[src/rtl/csw_defines.svh]
// Purpose: Offsets, field positions, reset values and codes for the status word block.
// Assumes: Byte addresses on an 8-bit AXI4-Lite address, one 32-bit word per register.
// Notes:   Definitions only; included by the package and the top module.
`ifndef CSW_DEFINES_SVH
`define CSW_DEFINES_SVH

`define CSW_AW              8
`define CSW_OFF_STATE       8'h00
`define CSW_OFF_SAVED_PC    8'h04
`define CSW_OFF_SAVED_STATE 8'h08
`define CSW_OFF_FLOAT       8'h0C
`define CSW_OFF_INT_STATUS  8'h10
`define CSW_OFF_INT_MASK    8'h14

`define CSW_BIT_C           0
`define CSW_BIT_Z           1
`define CSW_BIT_S           2
`define CSW_BIT_O           3
`define CSW_BIT_I           16
`define CSW_BIT_U           17
`define CSW_BIT_PM          20
`define CSW_IPL_LO          24
`define CSW_IPL_HI          27
`define CSW_STATE_WMASK     32'h0F13_000F
`define CSW_STATE_RST       32'h0000_0000

`define CSW_FBIT_OVF        0
`define CSW_FBIT_TRAP_EN    8
`define CSW_FLOAT_RST       32'h0000_0000

`define CSW_EV_IRQ          0
`define CSW_EV_EXC          1
`define CSW_EV_FPOVF        2
`define CSW_EV_N            3
`define CSW_EV_RST          3'h0

`define CSW_RESP_OKAY       2'h0
`define CSW_RESP_SLVERR     2'h2

`endif

[src/rtl/csw_pkg.sv]
// Purpose: Types shared by the status word block and its helpers.
// Assumes: Constants come from csw_defines.svh.
// Notes:   Holds types only.
`include "csw_defines.svh"

package csw_pkg;
  typedef logic [31:0]          csw_word_t;
  typedef logic [3:0]           csw_prio_t;
  typedef logic [`CSW_AW-1:0]   csw_addr_t;
  typedef logic [`CSW_EV_N-1:0] csw_ev_t;
  typedef enum logic [1:0] {
    CSW_RD_IDLE = 2'b00,
    CSW_RD_RESP = 2'b01
  } csw_rd_state_t;
endpackage

[src/rtl/csw_flag_calc.sv]
// Purpose: Adder with carry, zero, sign and overflow results.
// Assumes: Subtraction is a plus inverted b plus one.
// Notes:   Carry on subtraction means no borrow occurred.
`timescale 1ns/1ps

module csw_flag_calc (
  input  wire csw_pkg::csw_word_t a,
  input  wire csw_pkg::csw_word_t b,
  input  wire logic               sub,
  output csw_pkg::csw_word_t      result,
  output logic                    carry,
  output logic                    zero,
  output logic                    sign,
  output logic                    ovf
);
  import csw_pkg::*;

  logic [32:0] sum;
  csw_word_t   b_eff;

  always_comb begin
    b_eff  = sub ? ~b : b;
    sum    = {1'b0, a} + {1'b0, b_eff} + {32'h0000_0000, sub};
    result = sum[31:0];
    carry  = sum[32];
    zero   = (sum[31:0] == 32'h0000_0000);
    sign   = sum[31];
    ovf    = (a[31] == b_eff[31]) && (sum[31] != a[31]);
  end
endmodule

[src/rtl/csw_irq_gate.sv]
// Purpose: Decides whether a presented interrupt request is taken.
// Assumes: Request and priority are stable, same-clock signals from the controller.
// Notes:   Purely combinational; the top registers the result.
`timescale 1ns/1ps

module csw_irq_gate (
  input  wire logic               req,
  input  wire csw_pkg::csw_prio_t prio,
  input  wire csw_pkg::csw_prio_t mask,
  input  wire logic               enable,
  input  wire logic               block,
  output logic                    take
);
  import csw_pkg::*;

  // A synchronous exception in the same cycle outranks any interrupt.
  always_comb begin
    take = req && enable && (prio > mask) && !block;
  end
endmodule

[src/rtl/csw_top.sv]
// Purpose: Processor status word, interrupt gating and fast-interrupt backup.
// Assumes: Core and interrupt controller signals are on clk; registers over AXI4-Lite.
// Notes:   Hardware updates of the status word win over a software write in the same cycle.
//
// Our own choices: the AXI4-Lite interface to the registers and the placing of the registers.
`timescale 1ns/1ps
`include "csw_defines.svh"

module csw_top (
  input  wire logic               clk,
  input  wire logic               rst,
  input  wire csw_pkg::csw_addr_t s_axi_awaddr,
  input  wire logic               s_axi_awvalid,
  output logic                    s_axi_awready,
  input  wire csw_pkg::csw_word_t s_axi_wdata,
  input  wire logic [3:0]         s_axi_wstrb,
  input  wire logic               s_axi_wvalid,
  output logic                    s_axi_wready,
  output logic [1:0]              s_axi_bresp,
  output logic                    s_axi_bvalid,
  input  wire logic               s_axi_bready,
  input  wire csw_pkg::csw_addr_t s_axi_araddr,
  input  wire logic               s_axi_arvalid,
  output logic                    s_axi_arready,
  output csw_pkg::csw_word_t      s_axi_rdata,
  output logic [1:0]              s_axi_rresp,
  output logic                    s_axi_rvalid,
  input  wire logic               s_axi_rready,
  input  wire logic               alu_en,
  input  wire csw_pkg::csw_word_t alu_a,
  input  wire csw_pkg::csw_word_t alu_b,
  input  wire logic               alu_sub,
  input  wire logic               exc_req,
  input  wire logic               wait_accept,
  input  wire logic               to_user,
  input  wire logic               fast_return,
  input  wire csw_pkg::csw_word_t cur_pc,
  input  wire logic               fpu_ovf,
  input  wire logic               irq_req,
  input  wire csw_pkg::csw_prio_t irq_prio,
  input  wire logic               irq_fast,
  output logic                    irq_ack,
  output logic                    exc_accept,
  output logic                    fast_saved,
  output logic                    sp_task_sel,
  output logic                    user_mode,
  output csw_pkg::csw_word_t      state_word,
  output csw_pkg::csw_word_t      alu_result,
  output logic                    irq_out
);
  import csw_pkg::*;
  logic          aw_have_r, aw_have_nxt;
  logic          w_have_r, w_have_nxt;
  csw_addr_t     wa_r, wa_nxt;
  csw_word_t     wd_r, wd_nxt;
  logic [3:0]    ws_r, ws_nxt;
  logic          awready_r, awready_nxt;
  logic          wready_r, wready_nxt;
  logic          bvalid_r, bvalid_nxt;
  logic [1:0]    bresp_r, bresp_nxt;
  logic          wr_go, wr_hit;
  csw_rd_state_t rd_st_r, rd_st_nxt;
  logic          arready_r, arready_nxt;
  csw_word_t     rdata_r, rdata_nxt;
  logic [1:0]    rresp_r, rresp_nxt;
  csw_word_t     state_r, state_nxt;
  csw_word_t     spc_r, spc_nxt;
  csw_word_t     sst_r, sst_nxt;
  csw_word_t     float_r, float_nxt;
  csw_ev_t       ist_r, ist_nxt;
  csw_ev_t       imask_r, imask_nxt;
  logic          irq_d_r, irq_d_nxt;
  logic          ack_r, ack_nxt;
  logic          exc_r, exc_nxt;
  logic          fsv_r, fsv_nxt;
  logic          irqo_r, irqo_nxt;
  csw_word_t     res_r, res_nxt;
  csw_word_t     sum;
  logic          f_c, f_z, f_s, f_o;
  logic          fp_trap, irq_take, take_exc;
  csw_ev_t       ev_set;
  function automatic csw_word_t merge(input csw_word_t old, input csw_word_t nw,
                                      input logic [3:0] be);
    csw_word_t m;
    m = old;
    for (int i = 0; i < 4; i++) begin
      if (be[i]) m[i*8 +: 8] = nw[i*8 +: 8];
    end
    return m;
  endfunction
  function automatic logic mapped(input csw_addr_t a);
    return (a == `CSW_OFF_STATE) || (a == `CSW_OFF_SAVED_PC) ||
           (a == `CSW_OFF_SAVED_STATE) || (a == `CSW_OFF_FLOAT) ||
           (a == `CSW_OFF_INT_STATUS) || (a == `CSW_OFF_INT_MASK);
  endfunction
  csw_flag_calc i_csw_flag_calc (
    .a      (alu_a),
    .b      (alu_b),
    .sub    (alu_sub),
    .result (sum),
    .carry  (f_c),
    .zero   (f_z),
    .sign   (f_s),
    .ovf    (f_o)
  );
  csw_irq_gate i_csw_irq_gate (
    .req    (irq_req),
    .prio   (irq_prio),
    .mask   (state_r[`CSW_IPL_HI:`CSW_IPL_LO]),
    .enable (state_r[`CSW_BIT_I]),
    .block  (exc_req || fp_trap),
    .take   (irq_take)
  );

  // Bus write channel: address and data may arrive in either order.
  always_comb begin
    aw_have_nxt = aw_have_r;
    w_have_nxt  = w_have_r;
    wa_nxt      = wa_r;
    wd_nxt      = wd_r;
    ws_nxt      = ws_r;
    bvalid_nxt  = bvalid_r;
    bresp_nxt   = bresp_r;
    wr_go       = aw_have_r && w_have_r && !bvalid_r;
    wr_hit      = wr_go && mapped(wa_r);
    if (s_axi_awvalid && awready_r) begin
      aw_have_nxt = 1'b1;
      wa_nxt      = s_axi_awaddr;
    end
    if (s_axi_wvalid && wready_r) begin
      w_have_nxt = 1'b1;
      wd_nxt     = s_axi_wdata;
      ws_nxt     = s_axi_wstrb;
    end
    if (wr_go) begin
      aw_have_nxt = 1'b0;
      w_have_nxt  = 1'b0;
      bvalid_nxt  = 1'b1;
      bresp_nxt   = mapped(wa_r) ? `CSW_RESP_OKAY : `CSW_RESP_SLVERR;
    end else if (bvalid_r && s_axi_bready) begin
      bvalid_nxt = 1'b0;
    end
    awready_nxt = !aw_have_nxt && !bvalid_nxt;
    wready_nxt  = !w_have_nxt && !bvalid_nxt;
  end
  // Bus read channel: one read at a time, answered one cycle after it is taken.
  always_comb begin
    rd_st_nxt   = rd_st_r;
    arready_nxt = (rd_st_r == CSW_RD_IDLE);
    rdata_nxt   = rdata_r;
    rresp_nxt   = rresp_r;
    case (rd_st_r)
      CSW_RD_IDLE: begin
        if (s_axi_arvalid && arready_r) begin
          rd_st_nxt   = CSW_RD_RESP;
          arready_nxt = 1'b0;
          rresp_nxt   = mapped(s_axi_araddr) ? `CSW_RESP_OKAY : `CSW_RESP_SLVERR;
          case (s_axi_araddr)
            `CSW_OFF_STATE:       rdata_nxt = state_r;
            `CSW_OFF_SAVED_PC:    rdata_nxt = spc_r;
            `CSW_OFF_SAVED_STATE: rdata_nxt = sst_r;
            `CSW_OFF_FLOAT:       rdata_nxt = float_r;
            `CSW_OFF_INT_STATUS:  rdata_nxt = {29'h0000_0000, ist_r};
            `CSW_OFF_INT_MASK:    rdata_nxt = {29'h0000_0000, imask_r};
            default:              rdata_nxt = 32'h0000_0000;
          endcase
        end
      end
      CSW_RD_RESP: begin
        if (s_axi_rready) begin
          rd_st_nxt   = CSW_RD_IDLE;
          arready_nxt = 1'b1;
        end
      end
      default: begin
        rd_st_nxt   = CSW_RD_IDLE;
        arready_nxt = 1'b1;
      end
    endcase
  end

  // Status word, backups, float status and interrupt mask register.
  always_comb begin
    fp_trap   = fpu_ovf && float_r[`CSW_FBIT_TRAP_EN];
    take_exc  = exc_req || fp_trap || irq_take;
    state_nxt = state_r;
    spc_nxt   = spc_r;
    sst_nxt   = sst_r;
    float_nxt = float_r;
    imask_nxt = imask_r;
    res_nxt   = res_r;
    if (wr_hit && wa_r == `CSW_OFF_STATE) begin
      state_nxt = merge(state_r, wd_r, ws_r) & `CSW_STATE_WMASK;
    end
    if (wr_hit && wa_r == `CSW_OFF_FLOAT) begin
      float_nxt = merge(float_r, wd_r, ws_r);
      float_nxt[31:9] = 23'h00_0000;
      float_nxt[7:1]  = 7'h00;
    end
    if (wr_hit && wa_r == `CSW_OFF_INT_MASK && ws_r[0]) begin
      imask_nxt = wd_r[`CSW_EV_N-1:0];
    end
    if (fpu_ovf) begin
      float_nxt[`CSW_FBIT_OVF] = 1'b1;
    end
    if (alu_en) begin
      res_nxt              = sum;
      state_nxt[`CSW_BIT_C] = f_c;
      state_nxt[`CSW_BIT_Z] = f_z;
      state_nxt[`CSW_BIT_S] = f_s;
      state_nxt[`CSW_BIT_O] = f_o;
    end
    if (wait_accept) begin
      state_nxt[`CSW_BIT_I] = 1'b1;
    end
    if (to_user) begin
      state_nxt[`CSW_BIT_U]  = 1'b1;
      state_nxt[`CSW_BIT_PM] = 1'b1;
    end
    if (fast_return) begin
      state_nxt = sst_r;
    end
    if (take_exc) begin
      // All three bits move in the one cycle so no handler sees a mixed state.
      state_nxt[`CSW_BIT_I]  = 1'b0;
      state_nxt[`CSW_BIT_U]  = 1'b0;
      state_nxt[`CSW_BIT_PM] = 1'b0;
    end
    if (irq_take && irq_fast) begin
      spc_nxt = cur_pc;
      sst_nxt = state_r;
    end
  end

  // Interrupt events: arrival is recorded whatever the enable flag says.
  always_comb begin
    irq_d_nxt               = irq_req;
    ev_set                  = `CSW_EV_RST;
    ev_set[`CSW_EV_IRQ]     = irq_req && !irq_d_r;
    ev_set[`CSW_EV_EXC]     = take_exc;
    ev_set[`CSW_EV_FPOVF]   = fpu_ovf;
    ist_nxt                 = ist_r;
    if (wr_hit && wa_r == `CSW_OFF_INT_STATUS && ws_r[0]) begin
      ist_nxt = ist_r & ~wd_r[`CSW_EV_N-1:0];
    end
    ist_nxt  = ist_nxt | ev_set;
    irqo_nxt = |(ist_nxt & imask_nxt);
    ack_nxt  = irq_take;
    exc_nxt  = take_exc;
    fsv_nxt  = irq_take && irq_fast;
  end

  always_ff @(posedge clk) begin
    if (rst) begin
      aw_have_r <= 1'b0;
      w_have_r  <= 1'b0;
      wa_r      <= '0;
      wd_r      <= 32'h0000_0000;
      ws_r      <= 4'h0;
      awready_r <= 1'b0;
      wready_r  <= 1'b0;
      bvalid_r  <= 1'b0;
      bresp_r   <= `CSW_RESP_OKAY;
      rd_st_r   <= CSW_RD_IDLE;
      arready_r <= 1'b0;
      rdata_r   <= 32'h0000_0000;
      rresp_r   <= `CSW_RESP_OKAY;
      state_r   <= `CSW_STATE_RST;
      spc_r     <= 32'h0000_0000;
      sst_r     <= 32'h0000_0000;
      float_r   <= `CSW_FLOAT_RST;
      ist_r     <= `CSW_EV_RST;
      imask_r   <= `CSW_EV_RST;
      irq_d_r   <= 1'b0;
      ack_r     <= 1'b0;
      exc_r     <= 1'b0;
      fsv_r     <= 1'b0;
      irqo_r    <= 1'b0;
      res_r     <= 32'h0000_0000;
    end else begin
      aw_have_r <= aw_have_nxt;
      w_have_r  <= w_have_nxt;
      wa_r      <= wa_nxt;
      wd_r      <= wd_nxt;
      ws_r      <= ws_nxt;
      awready_r <= awready_nxt;
      wready_r  <= wready_nxt;
      bvalid_r  <= bvalid_nxt;
      bresp_r   <= bresp_nxt;
      rd_st_r   <= rd_st_nxt;
      arready_r <= arready_nxt;
      rdata_r   <= rdata_nxt;
      rresp_r   <= rresp_nxt;
      state_r   <= state_nxt;
      spc_r     <= spc_nxt;
      sst_r     <= sst_nxt;
      float_r   <= float_nxt;
      ist_r     <= ist_nxt;
      imask_r   <= imask_nxt;
      irq_d_r   <= irq_d_nxt;
      ack_r     <= ack_nxt;
      exc_r     <= exc_nxt;
      fsv_r     <= fsv_nxt;
      irqo_r    <= irqo_nxt;
      res_r     <= res_nxt;
    end
  end
  assign s_axi_awready = awready_r;
  assign s_axi_wready  = wready_r;
  assign s_axi_bvalid  = bvalid_r;
  assign s_axi_bresp   = bresp_r;
  assign s_axi_arready = arready_r;
  assign s_axi_rdata   = rdata_r;
  assign s_axi_rresp   = rresp_r;
  assign s_axi_rvalid  = rd_st_r[0]; // Only the response state has bit 0 set.
  assign irq_ack       = ack_r;
  assign exc_accept    = exc_r;
  assign fast_saved    = fsv_r;
  assign sp_task_sel   = state_r[`CSW_BIT_U];
  assign user_mode     = state_r[`CSW_BIT_PM];
  assign state_word    = state_r;
  assign alu_result    = res_r;
  assign irq_out       = irqo_r;
endmodule

[config.mk]
export PLATFORM = sky130hd
export DESIGN_NAME = csw_top
export DESIGN_NICKNAME = d
export VERILOG_FILES = /design/src/rtl/csw_pkg.sv /design/src/rtl/csw_flag_calc.sv /design/src/rtl/csw_irq_gate.sv /design/src/rtl/csw_top.sv
export VERILOG_INCLUDE_DIRS = /design/src /design/src/rtl
export SDC_FILE = /design/constraint.sdc
export NUM_CORES = 1
export LEC_CHECK = 0
export BUFFER_PORTS_ARGS = -buffer_cell sky130_fd_sc_hd__buf_4
export CAP_MARGIN = 20
export CORE_MARGIN = 5
export CORE_UTILIZATION = 49
export CTS_CLUSTER_SIZE = 25
export DETAILED_ROUTE_END_ITERATION = 7
export GPL_TIMING_DRIVEN = 0
export PLACE_DENSITY = 0.82
export RECOVER_POWER = 100
export SETUP_SLACK_MARGIN = 0.3
export SLEW_MARGIN = 20
export SYNTH_ARGS = -nofsm -noshare
export SYNTH_HDL_FRONTEND = slang
export SYNTH_SLANG_ARGS = --single-unit
[constraint.sdc]
create_clock -name clk -period 4.3 [get_ports clk]
set_clock_uncertainty 0.2 [all_clocks]
set_input_delay 1.075 -clock clk [delete_from_list [all_inputs] [get_ports clk]]
set_output_delay 1.075 -clock clk [all_outputs]
set_load 0.05 [all_outputs]
======== Word level (Yosys, flattened, before mapping) ========
Cells that the tools add are included.
word-level totals
  register bits after elaboration ......... 225
  word-level logic and storage cells ...... 147
cells by class
  bitwise logic cells ..................... 5
  muxes and demuxes ....................... 30
  order comparisons ....................... 1
  eq/ne operators ......................... 15
  reduce and logical (&&, ||, !) cells .... 64
  add/sub/neg operators ................... 2
operators by type and width
  kind                                            number
  one-hot mux 32 bit (6 select lines)             1
  two-way mux 32 bit                              3
  adder 32 x 32 -> 33 bit                         1
  adder 33 x 1 -> 33 bit                          1
  == test 8 x 4 -> 1 bit (second input constant)  4
  == test 8 x 5 -> 1 bit (second input constant)  4
  zero test 32 bit                                1
  inverter 32 bit                                 1
  logical AND 1 bit                               22
  nonzero test 3 bit                              6
  == test 8 x 3 -> 1 bit (second input constant)  2
  zero test 8 bit                                 2
  AND reduction 2 bit                             8
  two-way mux 1 bit                               14
  logical OR 1 bit                                12
  two-way mux 4 bit                               3
  two-way mux 2 bit                               4
  nonzero test 2 bit                              4
  bitwise AND 3 bit                               2
  zero test 1 bit                                 6
  two-way mux 3 bit                               2
  two-way mux 5 bit                               1
  > comparator 4 bit                              1
  one-hot mux 2 bit (2 select lines)              1
  11 further kinds                                11

======== Depth between registers and ports, before layout ========
  depth after elaboration ................. 13
  gate-level depth with buffers ........... 14
  gate-level depth less buffers ........... 12

======== Cells and area by module ========
From an unflattened synthesis, not the netlist that was laid out.
unflattened totals
  cells, all modules ...................... 1268
  area total of the unflattened synthesis .. 10595.2 um^2
modules (own cells, without submodules)
  module         area an instance (um^2)  cells an instance  seq. area each (um^2)  instances
  csw_top        7997.7                   899                4124.0                 1
  csw_flag_calc  2493.6                   355                0.0                    1
  csw_irq_gate   103.8                    14                 0.0                    1

======== Worst setup path before layout ========
No wires, ideal clock.
  path type ............................... input -> register
  start ................................... input port alu_sub
  end ..................................... register state_r[1] (netlist: state_word[1])
  arrival time ............................ 3.934 ns
  stages on the path ...................... 14
  setup slack ............................. 0.097 ns
  setup time .............................. 0.069 ns
  cell sequence ........................... buf_2 > buf_1 > xor2_1 > ha_1 > buf_2 > and2_4 > a21o_1 > a211oi_1 > o31a_2 > a21oi_2 > or3_1 > a2111oi_4 > nand4_1 > o21ai_1
on the way
  longest elaborated chain between the ends .. 6
RTL lines
  what                      line                 text
  start: declaration        csw_top.sv:32        input wire logic alu_sub,
  two-way mux 32 bit        csw_flag_calc.sv:22  b_eff = sub ? ~b : b;
  adder 32 x 32 -> 33 bit   csw_flag_calc.sv:23  sum = {1'b0, a} + {1'b0, b_eff} + {32'h0000_0000, sub};
  adder 33 x 1 -> 33 bit *  csw_flag_calc.sv:23
  zero test 32 bit *        csw_flag_calc.sv:26  zero = (sum[31:0] == 32'h0000_0000);
  two-way mux 4 bit *       csw_top.sv:206       if (alu_en) begin
  two-way mux 32 bit *      csw_top.sv:220       if (fast_return) begin
  end signal: assignment    csw_top.sv:268       state_r <= `CSW_STATE_RST;
  end signal: assignment    csw_top.sv:294       state_r <= state_nxt;
  end: declaration          csw_top.sv:66        csw_word_t state_r, state_nxt;
Every way passes the cells marked *; elsewhere a longest branch is shown, timed or not.
A chain may end at the register's enable or synchronous reset.

======== Worst setup path in the final report ========
Ends and elaborated chain as after synthesis.

==> run summary <==
* **result of the run** completed
* **predominant post-synthesis flop cell** dfxtp_1
* **type of element capturing the critical path** flop
* **dominant combinational cell family by area after synthesis** compound AO/OA/AOI/OAI gates
* **hold crit path type** reg2reg
* **signed area change from the synthesized netlist to the final layout** 24.87%
* **required arrival time at the worst endpoint** 4.53 ns
* **final weighted congestion in routability-driven placement** 0.9282
* **number of distinct library cell variants in the gate-level netlist after synthesis** 82
* **final period demand of the worst path** 3.929 ns
* **vias in the first global route** 10971
* **full die area** 25270 um2
* **number of enable-type register cells in the synthesized netlist** 0
* **Site Rows** 54
* **RSZ-0062 raised after global routing** no
* **antenna violation net count after detailed routing** 0
* **Root Driver** clkbuf_16
* **synthesized-area fraction occupied by ao, oa, aoi and oai cells** 22.33%
* **worst reg-to-reg path cell count** 13
* **max-slew violation total from the final report** 0
* **net total in the final layout** 1845
* **launch point of the critical path** alu_sub
* **number of antenna violations at the first check in global routing** 0
* **Placed Area** 13120 um2
* **DPL Wire Length** 28.22 mm
* **beginning of the worst hold path** wd_r[27]
* **drt pass-1 iters** 5
* **overflow left after global routing** 0
* **final cell count without fillers** 1933
* **mean post-synth cell area** 8.006 um2
* **capture instance of the worst register-to-register path** spc_r[30]
* **routed length per instance** 19.14 um
* **Post-Synth XOR/XNOR Area** 3.948%
* **initial DRC count** 984
* **Worst Hold Path EP** wd_r[27]
* **I/O pin total** 279
* **final number of hold-violating endpoints** 0
* **area of the mapped netlist** 10870 um2
* **Worst IR Drop VDD** 0.2438 mV
* **floorplan core area** 21820 um2
* **max capacitance violation total** 0
* **DRC violations left** 0
* **tightest slew margin relative to the limit** 42.25%
* **chip height** 159.0 um
* **worst-path maximum fanout** 10
* **Die X-Extent** 159.0 um
* **Hold Path Stages** 2
* **share of synthesized flip-flops with an asynchronous set or reset** 0%
* **Worst path max stage delay** 0.37 ns
* **finished layout cell area** 13580 um2
* **cell class contributing the biggest share of worst-path delay** simple AND/OR/NAND/NOR gates
* **H-tree Lvls** 1
* **final count of negative-setup-slack endpoints** 0
* **fraction of layout cells with a size suffix above 1** 13.79%
* **Least-Margin Pin Slew** 0.8662 ns
* **cells after synthesis** 1358
* **CTS clk-pin slew, worst paths** 0.06 ns
* **antenna cells** 0
* **Synth Warn #** 0
* **flop and latch count out of synthesis** 206
* **clock latency at the later pin of the worst-skew pair** 0.51 ns
* **post-route clock period utilization** 91.38%
* **overall fraction of global-route tracks in use** 27.66%
* **count of hold-fix buffers inserted at cts** 0
* **adder-cell area share of the yosys netlist** 4.557%
* **CP Data Arrival Time** 4.16 ns
* **Slowest-stage cell, CP** or3_1
* **Sum Neg Setup Slack** 0 ns
* **clock sink count** 206
* **Worst Setup Path Type** in2reg
* **cell area power density** 402.1 nW/um2
* **CP cell instances** buf_2, buf_8, xor2_1, ha_1, clkbuf_2, a21oi_1, nand2_2, a2111oi_4, clkbuf_1, nor4_1, or2_0, or3_1, a221oi_2, nand4_1, o21ai_1
* **clock buffer count from CTS** 22
* **number of port buffers** 252
* **cell leakage power** 5.341 nW
* **detailed-route wire length** 37.00 mm
* **Longest Clk Path Bufs** 3
* **cell total after placement** 1891
* **kind of launch point of the worst setup path** input pin
* **Total Power Consumption** 5.459 mW
* **DR vias** 11145
* **combined buffer and inverter count along the critical path** 4
* **minimum hold slack** 0.2529 ns
* **register-to-register path setup slack** 0.96 ns
* **portion of the post-synthesis area used by sequential elements** 37.93%
* **Simple-Gate Fraction of Synth Area** 21.00%
* **post-synthesis mux area share** 5.893%
* **Starting Density** 49.82%
* **FMAX** 254.5 MHz
* **TritonCTS clock tree** done
* **wire length of the first global-routing pass** 58.37 mm
* **via/cell ratio** 5.766
* **largest net degree at the start of global routing** 16
* **Worst R2R Start** state_word[25]
==> synth_stat cells, drive strengths merged (5+ instances only) <==
master	number	share of area, %
a211oi	16	1.2
a21o	22	1.5
a21oi	163	7.6
a221oi	5	0.40
a22o	13	1.0
a22oi	31	2.1
and2	13	0.79
and3	18	1.0
and4	7	0.56
buf	20	0.96
clkbuf	72	2.5
dfxtp	206	38
ha	38	4.4
inv	24	0.83
mux2i	56	5.3
nand2	265	9.1
nand2b	8	0.46
nand3	26	1.2
nand4	11	0.63
nor2	107	3.7
nor2b	11	0.63
nor3	10	0.46
nor4	8	0.52
o211ai	8	0.60
o21a	11	0.83
o21ai	59	2.8
o21bai	7	0.48
or3	7	0.40
or4	6	0.45
xnor2	14	1.1
xor2	35	2.8
==> registers in the layout (all words and copies together) (netlist names), 2 cells and up <==
name,count
alu_result,32
float_r,2
spc_r,32
ws_r,4
wa_r,8
sst_r,32
wd_r,12
s_axi_rdata,32
state_word,32
imask_r,3
ist_r,3
==> worst reg2reg max path, stage by stage, from the launching register on <==
cell,delay [ns]
dfxtp_1,0.39
inv_1,0.10
ha_1,0.30
nor2b_1,0.13
o21a_1,0.13
o21a_1,0.12
o2111ai_1,0.18
nand2b_1,0.25
inv_1,0.10
and2_0,0.13
clkbuf_1,0.45
clkbuf_1,0.48
nand2_1,0.14
a21oi_1,0.18
==> power breakdown <==
group / internal [mW] / switching (mW) / leakage, nW
combinational: 0.446 / 0.832 / 3.26
sequential: 1.98 / 0.0497 / 1.67
clock: 1.35 / 0.804 / 0.406
total: 3.77 / 1.69 / 5.34
==> how the worst max path moves through the flow <==
stage	to	slack, ns	depth (start not counted)
after floorplan	state_word[1]	0.31	14
after global placement	state_word[1]	-0.39	14
after detailed placement	state_word[1]	-0.40	14
after CTS	state_word[1]	0.33	14
after global routing	state_word[1]	0.15	14
final	state_word[1]	0.37	15
==> per-stage QoR <==
stage	utilization [%]	setup slack (ns)
after floorplan	-	0.3085
after detailed placement	60.12	-0.4042
after global routing	62.21	0.1546
after global placement	60.12	-0.3898
after CTS	64.09	0.3250
final	62.21	0.3708
==> layout make-up <==
type | count | area (um2)
plain buffers | 92 | 395.4
clock buffers | 29 | 638.1
clock inverters | 10 | 190.2
fillers | 2001 | 8248
inverters | 25 | 93.84
multi-input cells | 1036 | 6294
flip-flops and latches | 206 | 4124
well taps | 280 | 350.3
repair buffers | 255 | 1490
==> cells by family after synthesis <==
kind of cell / Yosys count
AOI/OAI and AO/OA: 377
xor gates and xnor gates: 49
adders and majority gates: 39
buffers and inverters: 117
DFF: 206
muxes: 60
other: 1
and+or+nand+nor: 509
==> repair_timing <==
action | 4_1_cts | 5_1_grt
resized for setup | 3 | 25
setup buffers | 2 | 1
pin swaps | 1 | 1
setup endpoints to repair | 3 | 6
hold endpoints to repair | 0 | 0
==> layer usage <==
metal	global-route usage (%)	vias up	share of wire (%)
li1	-	5333	-
met1	34.16	5167	40
met2	48.27	550	48
met3	5.592	95	8.6
met4	9.151	0	3.3
met5	0	-	0
==> cells in the final DEF, fill, tap and decap left out, types with 6 or more instances in the layout <==
cell and n:
nor2_1 107, and2_1 6, or4_1 6, a22o_1 13
nor2b_1 11, o211ai_1 7, dfxtp_1 206, and4_1 7
mux2i_1 55, nand2_1 264, a21o_1 21, and3_1 18
xor2_1 35, buf_2 6, a21oi_1 156, a21oi_2 7
inv_1 24, clkbuf_1 191, buf_4 146, ha_1 38
nand4_1 11, nor4_1 6, nor3_1 10, or3_1 7
clkbuf_16 23, o21ai_0 50, o21bai_1 7, nand2b_1 8
xnor2_1 14, o21a_1 10, nand3_1 25, a22oi_1 31
a211oi_1 16
Note: power is estimated with default switching activity, not from simulation.
